$ cat src/inc/lss_map.svh
// Overview of operation
// - Command reg A bits 0-7 drive stages 1-8
// - Command reg B bits 0-7 drive stages 9-16
// - Command reg C bits 0-1 drive stages 17-18
// - Command reg C bits 7-2 read one
// - Fault registers ignore controller writes
// - Fault reg A holds stages 1-4 pairs
// - Fault reg B holds stages 5-8 pairs
// - Fault reg C holds stages 9-12 pairs
// - Fault reg D holds stages 13-16 pairs
// - Fault reg E holds stages 17, 18
// - Codes 11 ok, 10 battery short, 01 open, 00 ground
// - Fault reg E bit 4 shows battery sense
// - Battery flag valid only with supply above 4.5V
// - Battery flag is live, never latched
// - Fault reg E bits 7-5 read one
// - Serial stage on when enabled, reset pin high, unselected, command zero
// - Stages 17, 18 serial command only
// - Clear instruction restores fault registers to ones
// - Clear leaves fault while detector still asserts
`ifndef LSS_MAP_SVH
`define LSS_MAP_SVH

// ****************************************************************
// Instruction codes, bits 5..1 of the instruction byte
// ****************************************************************
`define LSS_OP_WR_CMD_A   5'h14
`define LSS_OP_WR_CMD_B   5'h15
`define LSS_OP_WR_CMD_C   5'h16
`define LSS_OP_RD_CMD_A   5'h04
`define LSS_OP_RD_CMD_B   5'h05
`define LSS_OP_RD_CMD_C   5'h06
`define LSS_OP_CLR_FAULT  5'h18
`define LSS_OP_RD_FAULT_A 5'h08
`define LSS_OP_RD_FAULT_B 5'h09
`define LSS_OP_RD_FAULT_C 5'h0A
`define LSS_OP_RD_FAULT_D 5'h0B
`define LSS_OP_RD_FAULT_E 5'h0C

// ****************************************************************
// Field layout and reset values
// ****************************************************************
`define LSS_PREFIX_HI      7
`define LSS_PREFIX_LO      6
`define LSS_OP_HI          5
`define LSS_OP_LO          1
`define LSS_RESET_BYTE     8'hFF
`define LSS_RESET_PAIR     2'h3
`define LSS_CMD_C_FILL     6'h3F
`define LSS_FAULT_E_FILL   3'h7

// ****************************************************************
// Fault codes
// ****************************************************************
`define LSS_FAULT_OK       2'h3
`define LSS_FAULT_SHORT_BATT 2'h2
`define LSS_FAULT_OPEN       2'h1
`define LSS_FAULT_SHORT_GND  2'h0

// ****************************************************************
// Frame timing in serial clock edges
// ****************************************************************
`define LSS_INSTR_BITS     5'h08
`define LSS_FRAME_BITS     5'h10
`define LSS_OVERRUN_BITS   5'h11

`endif

$ cat src/inc/lss_pkg.sv
package lss_pkg;

   // Frame phase of the serial slave
   typedef enum logic {
      LSS_IDLE,
      LSS_FRAME
   } lss_phase_type;

   typedef logic [7:0] lss_byte_type;

endpackage

$ cat src/hdl/lss_regs.sv
`timescale 1ns/100ps
`include "lss_map.svh"

module lss_regs #(
   parameter int NUM_STAGES = 18
) (
   input  wire logic                      clk,
   input  wire logic                      reset,
   input  wire logic                      spiCsN,
   input  wire logic                      spiClk,
   input  wire logic                      spiMosi,
   output logic                           spiMisoOut,
   output logic                           spiMisoOe,
   input  wire logic [2*NUM_STAGES-1:0]   stageFaultBits,
   input  wire logic                      batterySense,
   input  wire logic                      outputEnablePin,
   input  wire logic                      resetPin,
   input  wire logic [15:0]               stageSourceSelect,
   output lss_pkg::lss_byte_type          faultRegE,
   output logic [NUM_STAGES-1:0]          stageSerialCommand,
   output logic [NUM_STAGES-1:0]          stageOn
);
   import lss_pkg::*;

   // ****************************************************************
   // Behaviour notes
   // ****************************************************************
   // Serial link runs far slower than clk
   // Every pin except source select passes two flops before use
   // Serial clock edges found from the synced level
   // Each serial edge seen about three clk after the pin
   // Serial clock half period must span several clk
   // Frame is instruction byte, then data byte
   // Instruction byte needs zero prefix and even parity
   // Bad instruction byte reads zero and does nothing
   // Reply loaded on falling edge after eighth bit
   // Reply shifts out most significant bit first
   // Reply bits clear when a frame starts, then change only on falling serial edges
   // Data out driven only while chip select is low
   // Writes act only after chip select rises
   // Frames without exactly sixteen bits are dropped
   // Serial clock left running between frames is ignored
   // Command bits low mean the stage is on
   // Reset turns every stage off
   // Fault pairs copy any active detector code
   // Active fault beats a clear in the same cycle
   // Clear restores only pairs whose detector is quiet
   // Battery flag follows the pin, never latched
   // Battery flag meaningless with low logic supply
   // Supply check is left to software
   // Source select taken as same-clock logic
   // Two top stages ignore source select

   // ****************************************************************
   // Elaboration check
   // ****************************************************************
   if (NUM_STAGES != 18) begin : gBadStages
      $error("lss_regs serves exactly 18 stages");
   end

   if ($bits(lss_byte_type) != 8) begin : gBadByte
      $error("lss_regs needs 8-bit register bytes");
   end

   // ****************************************************************
   // Input synchronisers
   // ****************************************************************
   logic [5:0]              pinSyncA;
   logic [5:0]              pinSyncB;
   logic [2*NUM_STAGES-1:0] faultSyncA;
   logic [2*NUM_STAGES-1:0] faultSyncB;
   logic                    sclkPrev;

   // Two flops on each single-bit pin input; serial clock resets to its idle low
   always_ff @(posedge clk) begin
      if (reset) begin
         pinSyncA <= 6'h2F;
         pinSyncB <= 6'h2F;
      end else begin
         pinSyncA <= {spiCsN, spiClk, spiMosi, batterySense, outputEnablePin, resetPin};
         pinSyncB <= pinSyncA;
      end
   end

   // Two flops on every detector input
   always_ff @(posedge clk) begin
      if (reset) begin
         faultSyncA <= '1;
         faultSyncB <= '1;
      end else begin
         faultSyncA <= stageFaultBits;
         faultSyncB <= faultSyncA;
      end
   end

   // Previous serial clock level for edge detection
   always_ff @(posedge clk) begin
      if (reset) begin
         sclkPrev <= 1'b0;
      end else begin
         sclkPrev <= pinSyncB[4];
      end
   end

   logic csActive;
   logic sclkS;
   logic mosiS;
   logic battS;
   logic enS;
   logic rstPinS;
   logic sclkRise;
   logic sclkFall;

   // Synchronised pin views and serial clock edges
   assign csActive = ~pinSyncB[5];
   assign sclkS    = pinSyncB[4];
   assign mosiS    = pinSyncB[3];
   assign battS    = pinSyncB[2];
   assign enS      = pinSyncB[1];
   assign rstPinS  = pinSyncB[0];
   assign sclkRise = sclkS & ~sclkPrev;
   assign sclkFall = ~sclkS & sclkPrev;

   // ****************************************************************
   // Register state
   // ****************************************************************
   lss_phase_type           phase;
   lss_phase_type           next_phase;
   logic [4:0]              bitCount;
   logic [4:0]              next_bitCount;
   logic [7:0]              rxShift;
   logic [7:0]              next_rxShift;
   logic [7:0]              instr;
   logic [7:0]              next_instr;
   logic [7:0]              txShift;
   logic [7:0]              next_txShift;
   logic                    next_spiMisoOe;
   logic [7:0]              cmdA;
   logic [7:0]              next_cmdA;
   logic [7:0]              cmdB;
   logic [7:0]              next_cmdB;
   logic [1:0]              cmdC;
   logic [1:0]              next_cmdC;
   logic [2*NUM_STAGES-1:0] faultCode;
   logic [2*NUM_STAGES-1:0] next_faultCode;
   logic [NUM_STAGES-1:0]   next_stageOn;
   lss_byte_type            next_faultRegE;
   logic                    clearReq;
   logic                    rxOk;
   logic                    instrOk;
   logic [7:0]              readValue;

   // Instruction byte checks: prefix zero, even parity
   assign rxOk    = (rxShift[`LSS_PREFIX_HI:`LSS_PREFIX_LO] == 2'h0) && ~^rxShift;
   assign instrOk = (instr[`LSS_PREFIX_HI:`LSS_PREFIX_LO] == 2'h0) && ~^instr;

   // ****************************************************************
   // Read data selection
   // ****************************************************************
   // Read data for the instruction just received
   always_comb begin
      readValue = 8'h00;
      if (rxOk) begin
         case (rxShift[`LSS_OP_HI:`LSS_OP_LO])
            `LSS_OP_RD_CMD_A:   readValue = cmdA;
            `LSS_OP_RD_CMD_B:   readValue = cmdB;
            `LSS_OP_RD_CMD_C:   readValue = {`LSS_CMD_C_FILL, cmdC};
            `LSS_OP_RD_FAULT_A: readValue = faultCode[7:0];
            `LSS_OP_RD_FAULT_B: readValue = faultCode[15:8];
            `LSS_OP_RD_FAULT_C: readValue = faultCode[23:16];
            `LSS_OP_RD_FAULT_D: readValue = faultCode[31:24];
            `LSS_OP_RD_FAULT_E: readValue = {`LSS_FAULT_E_FILL, battS,
                                             faultCode[35:32]};
            default:            readValue = 8'h00;
         endcase
      end
   end

   // ****************************************************************
   // Serial frame engine and reply shifter
   // ****************************************************************
   always_comb begin
      next_phase     = phase;
      next_bitCount  = bitCount;
      next_rxShift   = rxShift;
      next_instr     = instr;
      next_txShift   = txShift;
      next_spiMisoOe = spiMisoOe;
      case (phase)
         LSS_IDLE: begin
            if (csActive) begin
               next_phase     = LSS_FRAME;
               next_bitCount  = 5'h00;
               next_txShift   = 8'h00;
               next_spiMisoOe = 1'b1;
            end
         end
         LSS_FRAME: begin
            if (!csActive) begin
               next_phase     = LSS_IDLE;
               next_spiMisoOe = 1'b0;
            end else if (sclkRise) begin
               next_rxShift = {rxShift[6:0], mosiS};
               if (bitCount != `LSS_OVERRUN_BITS) begin
                  next_bitCount = bitCount + 5'h01;
               end
            end else if (sclkFall) begin
               if (bitCount == `LSS_INSTR_BITS) begin
                  next_instr   = rxShift;
                  next_txShift = readValue;
               end else begin
                  next_txShift = {txShift[6:0], 1'b0};
               end
            end
         end
         default: begin
            next_phase     = LSS_IDLE;
            next_spiMisoOe = 1'b0;
         end
      endcase
   end

   // ****************************************************************
   // Register writes at the end of a frame
   // ****************************************************************
   logic frameEnd;
   assign frameEnd = (phase == LSS_FRAME) && !csActive;

   // Only a complete 16-bit frame acts; writes to fault registers have no code
   always_comb begin
      next_cmdA = cmdA;
      next_cmdB = cmdB;
      next_cmdC = cmdC;
      clearReq  = 1'b0;
      if (frameEnd && bitCount == `LSS_FRAME_BITS && instrOk) begin
         case (instr[`LSS_OP_HI:`LSS_OP_LO])
            `LSS_OP_WR_CMD_A:  next_cmdA = rxShift;
            `LSS_OP_WR_CMD_B:  next_cmdB = rxShift;
            `LSS_OP_WR_CMD_C:  next_cmdC = rxShift[1:0];
            `LSS_OP_CLR_FAULT: clearReq  = 1'b1;
            default:           clearReq  = 1'b0;
         endcase
      end
   end

   // ****************************************************************
   // Per-stage fault capture and stage control
   // ****************************************************************
   logic [NUM_STAGES-1:0] cmdAll;
   assign cmdAll = {cmdC, cmdB, cmdA};

   for (genvar i = 0; i < NUM_STAGES; i++) begin : gStage
      logic [1:0] detIn;
      assign detIn = faultSyncB[2*i+1:2*i];
      logic       detFault;
      logic [1:0] heldCode;
      // Detector shows a fault; a clear only restores a quiet pair
      assign detFault = (detIn != `LSS_FAULT_OK);
      assign heldCode = clearReq ? `LSS_FAULT_OK : faultCode[2*i+1:2*i];
      // Active fault wins over clear
      assign next_faultCode[2*i+1:2*i] = detFault ? detIn : heldCode;
      if (i < 16) begin : gMux
         assign next_stageOn[i] = enS & rstPinS & ~stageSourceSelect[i] & ~cmdAll[i];
      end else begin : gSerialOnly
         assign next_stageOn[i] = enS & rstPinS & ~cmdAll[i];
      end
   end

   // Live battery flag beside stage 17/18 faults
   assign next_faultRegE = {`LSS_FAULT_E_FILL, battS, next_faultCode[35:32]};

   // ****************************************************************
   // State registers
   // ****************************************************************
   // Frame engine and reply shifter
   always_ff @(posedge clk) begin
      if (reset) begin
         phase     <= LSS_IDLE;
         bitCount  <= 5'h00;
         rxShift   <= 8'h00;
         instr     <= 8'h00;
         txShift   <= 8'h00;
         spiMisoOe <= 1'b0;
      end else begin
         phase     <= next_phase;
         bitCount  <= next_bitCount;
         rxShift   <= next_rxShift;
         instr     <= next_instr;
         txShift   <= next_txShift;
         spiMisoOe <= next_spiMisoOe;
      end
   end

   // ****************************************************************
   // Command register state
   // ****************************************************************
   // Serial command bits, all stages off after reset
   always_ff @(posedge clk) begin
      if (reset) begin
         cmdA <= `LSS_RESET_BYTE;
         cmdB <= `LSS_RESET_BYTE;
         cmdC <= `LSS_RESET_PAIR;
      end else begin
         cmdA <= next_cmdA;
         cmdB <= next_cmdB;
         cmdC <= next_cmdC;
      end
   end

   // ****************************************************************
   // Fault register state
   // ****************************************************************
   // Held fault pairs of all stages
   always_ff @(posedge clk) begin
      if (reset) begin
         faultCode <= '1;
      end else begin
         faultCode <= next_faultCode;
      end
   end

   // ****************************************************************
   // Registered outputs
   // ****************************************************************
   // Stage on state and fault register copy
   always_ff @(posedge clk) begin
      if (reset) begin
         faultRegE <= `LSS_RESET_BYTE;
         stageOn   <= '0;
      end else begin
         faultRegE <= next_faultRegE;
         stageOn   <= next_stageOn;
      end
   end

   // ****************************************************************
   // Output assignments
   // ****************************************************************
   // Outputs straight from flops
   assign spiMisoOut         = txShift[7];
   assign stageSerialCommand = {cmdC, cmdB, cmdA};

endmodule // lss_regs

$ cat config.mk
export PLATFORM = sky130hd
export DESIGN_NAME = lss_regs
export DESIGN_NICKNAME = d
export VERILOG_FILES = /design/src/inc/lss_pkg.sv /design/src/hdl/lss_regs.sv
export VERILOG_INCLUDE_DIRS = /design/src /design/src/inc
export SDC_FILE = /design/constraint.sdc
export NUM_CORES = 1
export LEC_CHECK = 0
export BUFFER_PORTS_ARGS = -buffer_cell sky130_fd_sc_hd__buf_2
export CAP_MARGIN = 20
export CORE_MARGIN = 1.5
export CORE_UTILIZATION = 35
export CTS_BUF_LIST = sky130_fd_sc_hd__clkbuf_4
export CTS_CLUSTER_SIZE = 12
export DETAILED_ROUTE_END_ITERATION = 8
export HOLD_SLACK_MARGIN = 0.03
export PLACE_DENSITY = 0.51
export SLEW_MARGIN = 5
export SYNTH_ARGS = -nofsm -noshare
export SYNTH_HDL_FRONTEND = slang
export SYNTH_SLANG_ARGS = --single-unit
$ cat constraint.sdc
create_clock -name clk -period 3.34 [get_ports clk]
set_input_delay 0 -clock clk [delete_from_list [all_inputs] [get_ports clk]]
set_output_delay 0 -clock clk [all_outputs]
set_load 0.05 [all_outputs]
Word level (Yosys, flattened, before mapping):

Cells that the tools add are included.

* reduce and logical (&&, ||, !) cells: 33
* muxes and demuxes: 40
* magnitude comparators: 0
* $add $sub $neg: 1
* equal/unequal tests: 40
* divide/modulo/power cells: 0
* bitwise gates (word level): 76
* multipliers: 0
* shifts and indexed selects: 0

Operators by type and width (count)
* 8-bit case mux with 8 select lines: 1
* 8-bit 2-to-1 mux: 6
* 2-bit inequality test, second input constant: 24
* 2-bit 2-to-1 mux: 21
* 1-bit inverter: 39
* 1-bit AND: 37
* 2-bit nonzero test: 16
* 5-bit by 4-bit equality test with 1-bit output, second input constant: 6
* 5-bit equality test, second input constant: 5
* 5-bit 2-to-1 mux: 4
* 8-bit case mux with 2 select lines: 1
* 8-bit XNOR reduction: 2
* 5-bit by 3-bit equality test with 1-bit output, second input constant: 3
* 5-bit case mux with 2 select lines: 1
* 2-bit AND reduction: 4
* 4-bit AND reduction: 2
* 5-bit by 1-bit adder with 5-bit output, second input constant: 1
* 1-bit logical AND: 5
* 1-bit 2-to-1 mux: 5
* 5-bit inequality test, second input constant: 1
* 5-bit AND reduction: 1
* 2-bit zero test: 2
* 3-bit AND reduction: 1
* 2-bit by 1-bit inequality test with 1-bit output, second input constant: 1
* 1-bit case mux with 2 select lines: 1

* flip-flop bits (word level): 196
* word-level logic and storage cells: 224
* bits in read-only memories: 0
* memory bits (writable): 0
* memories kept: 0
* input bits: 60
* bits in latches: 0
* output and inout port bits: 46

Logic depth before layout (Yosys ltp):

Gate-level depths: netlist (run 1).

* depth after elaboration: 8
* depth in mapped cells: 8

Worst setup path after synthesis (run 1):

OpenSTA, ideal clock, no wires.

* path kind: register to register
* start: register instr[6]
* end: register cmdA[5]
* setup time: 0.120 ns
* path buffers: 1
* cell stages (with the launch flop): 9
* arrival: 1.828 ns
* period minus slack after synthesis: 1.947 ns
* path slack: 1.393 ns
* path through: dfxtp_1 > inv_1 > ha_1 > xor2_1 > xnor3_2 > nand4_4 > buf_6 > nor2_1 > a211o_1

* cells in the longest elaborated chain, start to end: 4
* elaborated cells on any way between the ends: 5
* those cells by class: reduce/logical: 5

RTL lines
* start, declared: RTL line lss_regs.sv:133 `logic [7:0] instr;`
* start signal, assigned: RTL line lss_regs.sv:288 `instr <= next_instr;`
* 8-bit XNOR reduction or 2-bit zero test (tied branches): RTL line lss_regs.sv:155 `` assign instrOk = (instr[`LSS_PREFIX_HI:`LSS_PREFIX_LO] == 2'h0) && ~^instr; ``
* 1-bit logical AND (*): RTL line lss_regs.sv:155
* 1-bit logical AND (*): RTL line lss_regs.sv:235 `` if (frameEnd && bitCount == `LSS_FRAME_BITS && instrOk) begin ``
* 2-bit AND reduction (no line) (*)
* end signal, assigned: RTL line lss_regs.sv:300 `` cmdA <= `LSS_RESET_BYTE; ``
* end signal, assigned: RTL line lss_regs.sv:304 `cmdA <= next_cmdA;`
* end, declared: RTL line lss_regs.sv:138 `logic [7:0] cmdA;`

Mark *: on every way between the ends. The rest lies on a longest branch, timed or not.
A chain may end at the register's enable or synchronous reset.

Final worst setup path (run 1):

* start: register phase
* end: register txShift[3]

* cells in the longest elaborated chain, start to end: 3
* elaborated cells on any way between the ends: 7
* those cells by class: eq/ne: 4; mux: 1; bitwise: 1; reduce/logical: 1

RTL lines
* start, declared: RTL line lss_regs.sv:127 `lss_phase_type phase;`
* start signal, assigned: RTL line lss_regs.sv:285 `phase <= next_phase;`
* 1-bit inverter
* 2-bit inequality test (no line)
* 4-bit AND reduction (no line)
* end signal, assigned: RTL line lss_regs.sv:289 `txShift <= next_txShift;`
* end, declared: RTL line lss_regs.sv:135 `logic [7:0] txShift;`

Parallel ways exist; a longest one is shown, timed or not.

==> results of run 1 <==
## cell type report
cell class                 instances  area [sq um]  share of cell area [%]
antenna                            1          2.50                  0.0293
clock buffer                      18           135                    1.58
clock inverter                    14           214                    2.51
inverter                          18          67.6                   0.792
multi-input combinational        419          2840                    33.3
sequential                       189          3780                    44.4
tap                              265           332                    3.89
timing repair buffer             168          1160                    13.6
## cell families (layout without fill, tap and decap cells)
| kind of cell | after synthesis | count (layout) | share of synthesized area (%) |
|---|---|---|---|
| and+or+nand+nor | 265 | 265 | 22.2 |
| other | 1 | 4 | 0.0543 |
| DFF | 189 | 189 | 54.8 |
| xor gates and xnor gates | 11 | 11 | 2.01 |
| adders and majority gates | 8 | 8 | 1.45 |
| AOI/OAI and AO/OA | 110 | 110 | 11.5 |
| buffers and inverters | 61 | 218 | 4.17 |
| muxes | 22 | 22 | 3.79 |
## worst paths after layout
path,startpoint,depth (start not counted),endpoint
min,stageSourceSelect[2],3,stageOn[2]$_SDFF_PP0_
max,phase$_SDFF_PP0_,7,txShift[3]$_SDFFE_PP0P_
min reg2reg,faultSyncA[23]$_SDFF_PP1_,1,faultSyncB[23]$_SDFF_PP1_
max reg2reg,phase$_SDFF_PP0_,7,txShift[3]$_SDFFE_PP0P_
## registers in the layout, indices dropped and copies added, names as in the netlist, 6 cells and up
signal / cells
cmdA: 8
faultSyncB: 36
faultSyncA: 36
rxShift: 8
faultCode: 35
cmdB: 8
txShift: 8
instr: 8
pinSyncB: 6
stageOn: 18
pinSyncA: 6
## placed cells by master (no fill, tap or decap), drive strengths merged, types with 3 or more instances in the layout
| cell | count |
|---|---|
| a211o | 16 |
| a211oi | 3 |
| a21o | 38 |
| a21oi | 16 |
| a22oi | 12 |
| a32oi | 3 |
| and3 | 3 |
| buf | 108 |
| bufinv | 5 |
| clkbuf | 18 |
| clkinvlp | 4 |
| conb | 3 |
| dfxtp | 189 |
| dlygate4sd3 | 60 |
| ha | 8 |
| inv | 21 |
| mux2 | 3 |
| mux2i | 16 |
| mux4 | 3 |
| nand2 | 10 |
| nand2b | 4 |
| nand3 | 11 |
| nand3b | 38 |
| nand4 | 4 |
| nor2 | 66 |
| nor2b | 8 |
| nor3 | 21 |
| nor3b | 5 |
| o21ai | 5 |
| o22ai | 8 |
| or2 | 85 |
| xnor2 | 6 |
| xnor3 | 3 |
## metal layers
layer | share of wire (%) | GRT usage, %
met3 | 3.9 | 3.37
met4 | 1.4 | 6.12
met1 | 46 | 19.0
met2 | 48 | 26.5
met5 | 0 | 0
## per-stage QoR
stage	worst slack (ns)	hold WS (ns)	cells	cell area, sq um
4_1_cts	0.966	0.0388	1091	8530
3_5_place_dp	1.03	0.164	999	7580
5_1_grt	0.650	0.0427	1092	8530
3_3_place_gp	1.10	0.162	999	7580
6_report	0.957	0.104	1092	8530
2_1_floorplan	1.39	0.0768	669	6910
## power by group through the flow
stage	registers, mW	logic (mW)	clock network [mW]
6_report	2.36	0.237	1.44
5_1_grt	2.37	0.263	1.57
4_1_cts	2.36	0.240	1.51
3_5_place_dp	2.41	0.185	0
3_3_place_gp	2.41	0.179	0
2_1_floorplan	2.40	0.132	0
## worst min-delay path: stages
cell           delay, ns
dlygate4sd3_1       0.52
buf_2               0.10
nor3_1              0.03
## repair_timing
action | in CTS | in global routing
hold buffers | 60 | 0
setup endpoints to repair | 0 | 0
endpoints found under the hold margin | 95 | 0
==> summary.txt, run 1 <==
Clocking
  • CTS root buf: clkbuf_4
  • H-tree levels: 4
  • Resized cells post-CTS: 0
  • Cts bufs inserted: 17
  • Skew-Pair Late Insertion Delay: 0.57 ns
  • CTS tree: built
  • Clock sinks: around 190
  • Register clock-pin slew on the reported worst setup and hold paths: ~0.15 ns
  • Total setup buffers inserted after CTS: 0
  • Clock Tree Buf Depth: 2

Floorplan
  • IO Pins: around 110
  • Die area: between 20000 and 25000 sq um
  • Die width: between 100 and 150 um
  • Cell row count: 51
  • Die Ht: 143 um
  • Initial Util: ~36%
  • Core ar.: around 19000 sq um

STA
  • Setup TNS: 0 ns
  • Slew Limit Headroom: between 40 and 50%
  • Final-report hold violation count: 0
  • Min cycle time layout: about 2.4 ns
  • Endpoints failing setup: 0
  • Fmax: approximately 420 MHz
  • Period Utilization, post-route: slightly above 70%
  • Clock skew: 0.0307 ns
  • Max-slew violations: 0
  • RSZ-0062 raised after global routing: no
  • Least-Margin Pin Slew: 0.885 ns

Critical path
  • CP required: 3.81 ns
  • Setup crit start kind: flip-flop
  • CP max stage delay: 0.73 ns
  • CP Buf/Inv Count: 1
  • CP delay by family, top: simple AND/OR/NAND/NOR gates
  • Crit-path max FO: 9
  • Worst path cell trace: inv_1 -> ha_1 -> nor2_1 -> nand2_1 -> nor3b_1 -> a22oi_1 -> o22ai_1
  • R2R setup slack: between 0.9 and 1 ns
  • Critical path capture point type: flip-flop
  • Slowest CP cell: nor3b_1
  • Setup CP Type: reg -> reg
  • Arrival time at the worst endpoint: roughly 2.9 ns

Yosys
  • Gate Count Post-Synth: ~670
  • Post-synth EDFFs: 0
  • Sequential area share after synthesis: between 50% and 60%
  • Post-synth top cells: dfxtp_1 (189), or2_2 (85), nor2_1 (66)
  • Mapped Avg Cell Area: about 10 sq um
  • Yosys warns: 0
  • Synth top area share: approximately 55%
  • Biggest area consumer among synthesized cells: dfxtp_1
  • Top_reg_cell synth: dfxtp_1
  • Most frequent cell after synthesis: dfxtp_1
  • Synth Register Bits: between 150 and 200
  • Cell area after synthesis: approximately 7000 sq um
  • Netlist cell types: 51
  • Area contributors post-synth: dfxtp_1 (55%), or2_2 (7.7%), a21o_1 (4.1%)
  • Synth async-reset ratio: 0%

Worst hold path
  • Hold Crit Class: in -> reg

Final layout
  • Share of layout cells above drive strength 1: 28.2%
  • Fill cells: 1922
  • Fin nets: between 800 and 900
  • Layout Utilization: 44.0%
  • Synthesis-to-finish area growth: 23.6%

Pwr
  • Peak supply drop: 203 uV
  • Seq pwr share: between 50% and 60%
  • Int Power: around 3.1 mW
  • Comb pwr share: between 5 and 6%
  • Static Leak: around 3.3 nW
  • Net Sw Power: approximately 0.90 mW
  • Pwr Density: between 400 and 500 nW/um^2
  • Pwr Total: 4.04 mW
  • Switching Share: between 20% and 30%
  • Clock power share: between 30% and 40%

Global route
  • Total gr overflow: 0
  • Gr usage total: between 15 and 20%
  • Global-route wire length before repair: 24300 um
  • Vias in the first global route: roughly 4700
  • Largest net degree at the start of global routing: 100
  • Initial antenna violation count: 1

Routing
  • Final WL: between 15000 and 20000 um
  • DR DRC count: 0
  • WL per Instance: ~14 um
  • DR vias: just over 5000
  • First-iteration detailed-routing DRC count: 285
  • DR pass1 iterations: 5
  • ANT nets after route: 0
  • Routed vias/inst: 4.69

Run status
  • Status: complete, no violations

Placed design
  • Placer Congestion: 0.840
  • Dpl hpwl: around 11000 um
  • Port bufs: roughly 100

Flow run
  • Max_cap viols: 0
No activity file was read; power rests on OpenSTA's default activity.
==> run 2: changes to the inputs <==
Settings changed: PLACE_DENSITY 0.51 to 0.53.
Clock period 3.34 ns to 1.9 ns, I/O delays scaled along.
==> run 2 against run 1 <==
- the flow now finishes with violations (setup timing)
- die area did not move
- power rose by 76%
- global-route usage rose by 0.49 points
- first-iteration DRC count fell by 18%
- clock-buffer cell count did not move
- non-clock buffer count rose by 45
- clock power rose by 75%
- clock skew fell by 0.0092 ns
- critical path depth fell by 1
==> summary.txt, run 2 (synthesized netlist as in run 1, its figures left out) <==
Run status
  • Status: complete, but fails checks
  • Failing checks: setup timing

Final layout
  • Design area: 9120 sq um
  • Share of layout cells above drive strength 1: between 30% and 40%
  • Fill cells: 1859
  • Biggest regs: faultSyncA: 36 flops, faultSyncB: 36 flops, faultCode: 35 flops
  • Fin nets: ~930
  • Commonest non-fill, non-tap cell in the layout: dfxtp_1
  • Most frequent cells in the layout: dfxtp_1 (181), buf_2 (101), or2_2 (85)
  • Finished Layout Cells: around 1100
  • Synthesis-to-finish area growth: 32.2%

Critical path
  • Setup crit start kind: flip-flop
  • CP required: approximately 2.4 ns
  • Arrival time at the worst endpoint: between 2 and 2.5 ns
  • Crit-path max FO: 10
  • Critical path capture point type: flip-flop
  • Setup CP Type: reg -> reg

Clocking
  • H-tree levels: 4
  • Clock sinks: ~190
  • Skew-Pair Late Insertion Delay: roughly 0.57 ns
  • CTS tree: built
  • Register clock-pin slew on the reported worst setup and hold paths: between 0.1 and 0.15 ns
  • CTS root buf: clkbuf_4
  • Clock Tree Buf Depth: 2
  • Cts bufs inserted: 17

Routing
  • WL per Instance: around 14 um
  • Routed vias/inst: approximately 4.7
  • ANT nets after route: 0
  • DR vias: roughly 5300
  • First-iteration detailed-routing DRC count: around 230
  • DR DRC count: 0
  • DR pass1 iterations: 5
  • Final WL: ~16000 um

STA
  • Endpoints failing setup: 44
  • Setup slack after layout: -0.0666 ns
  • Min cycle time layout: about 2.0 ns
  • Max-slew violations: 0
  • Clock skew: approximately 0.022 ns
  • RSZ-0062 raised after global routing: yes
  • Fmax: 508 MHz
  • Final-report hold violation count: 0
  • Period Utilization, post-route: 104%

Floorplan
  • Die Ht: between 100 and 150 um
  • Cell row count: between 50 and 60
  • Die area: 20600 sq um
  • IO Pins: ~110
  • Core ar.: 19400 sq um
  • Die width: between 100 and 150 um
  • Initial Util: between 30% and 40%

Global route
  • Gr usage total: between 10% and 20%
  • Initial antenna violation count: 1
  • Largest net degree at the start of global routing: 80
  • Total gr overflow: 0
  • Vias in the first global route: 5096
  • Global-route wire length before repair: 25200 um

Placed design
  • Placed Instances: about 1000
  • Placed cell area: between 7000 and 8000 sq um
  • Port bufs: between 100 and 150
  • Dpl hpwl: between 10000 and 15000 um
  • Placer Congestion: between 0.8 and 0.9

Pwr
  • Static Leak: about 3.6 nW
  • Peak supply drop: 439 uV
  • Pwr Density: 781 nW/um^2
  • Pwr Total: 7.13 mW

Flow run
  • Max_cap viols: 0

Worst hold path
  • Hold Crit Class: in -> reg
-- run 2: cell count changes in the layout (fill, tap and decap cells not counted), moves of 5 or more --
| cell | previous run | this run |
|---|---|---|
| dfxtp_1 | 189 | 181 |
| dfxtp_2 | 0 | 8 |
| buf_4 | 7 | 29 |
| dlygate4sd3_1 | 60 | 75 |
| buf_12 | 0 | 5 |
-- run 2: repair_timing --
action | CTS | global route
gates resized for setup | 12 | 19
hold buffers | 75 | 0
setup buffers | 0 | 1
gates cloned | 0 | 2
hold endpoints to repair | 92 | 0
endpoints found under the setup margin | 60 | 62
pin swaps | 48 | 12
-- run 2: worst paths after layout --
kind	start	endpoint	slack [ns]	depth (start not counted)
worst min-delay path	stageSourceSelect[14]	stageOn[14]$_SDFF_PP0_	0.10	3
worst max register to register	instr[0]$_SDFFE_PP0P_	faultCode[14]$_SDFFE_PP1P_	-0.07	6
worst min register to register	faultSyncA[30]$_SDFF_PP1_	faultSyncB[30]$_SDFF_PP1_	0.42	1
worst max-delay path	instr[0]$_SDFFE_PP0P_	faultCode[14]$_SDFFE_PP1P_	-0.07	6
-- run 2: worst max-delay path, stage by stage (launching register included) --
cell and delay (ns):
dfxtp_2 0.35, xnor3_1 0.38, xnor3_2 0.49, nand4_4 0.22, buf_12 0.16, nand3b_1 0.08, a21o_1 0.19
-- run 2: per-layer routing --
metal	vias to the layer above	share of wire, %	track usage, %
li1	2657	-	-
met1	2502	45	19.5
met2	120	49	27.4
met3	23	3.8	3.37
met4	0	2.2	6.61
met5	-	0	0
-- run 2: area by class of cell --
| cell class | instances | area [sq um] | area share (%) |
|---|---|---|---|
| clock buffers | 18 | 135 | 1.48 |
| multi-input cells | 419 | 2960 | 32.4 |
| well taps | 265 | 332 | 3.63 |
| diodes | 2 | 5.00 | 0.0549 |
| flip-flops and latches | 189 | 3790 | 41.6 |
| clock inverters | 14 | 214 | 2.35 |
| inverters | 18 | 67.6 | 0.741 |
| repair buffers | 213 | 1620 | 17.8 |
-- run 2: power breakdown --
| part | internal (mW) | leakage (nW) | switching [mW] |
|---|---|---|---|
| Sequential | 4.09 | 1.55 | 0.0564 |
| Combinational | 0.271 | 1.86 | 0.186 |
| Clock | 1.20 | 0.183 | 1.33 |
-- run 2: per-stage QoR --
stage	worst slack (ns)	setup TNS [ns]	hold slack [ns]	utilization, %
floorplan	0.0378	0	0.0768	-
global placement	-0.0341	-0.253	0.162	40.4
detailed placement	-0.129	-1.14	0.164	40.4
CTS	-0.0525	-0.656	0.0550	46.3
global route	-0.139	-5.09	0.0585	47.0
finish	-0.0666	-1.99	0.104	47.0
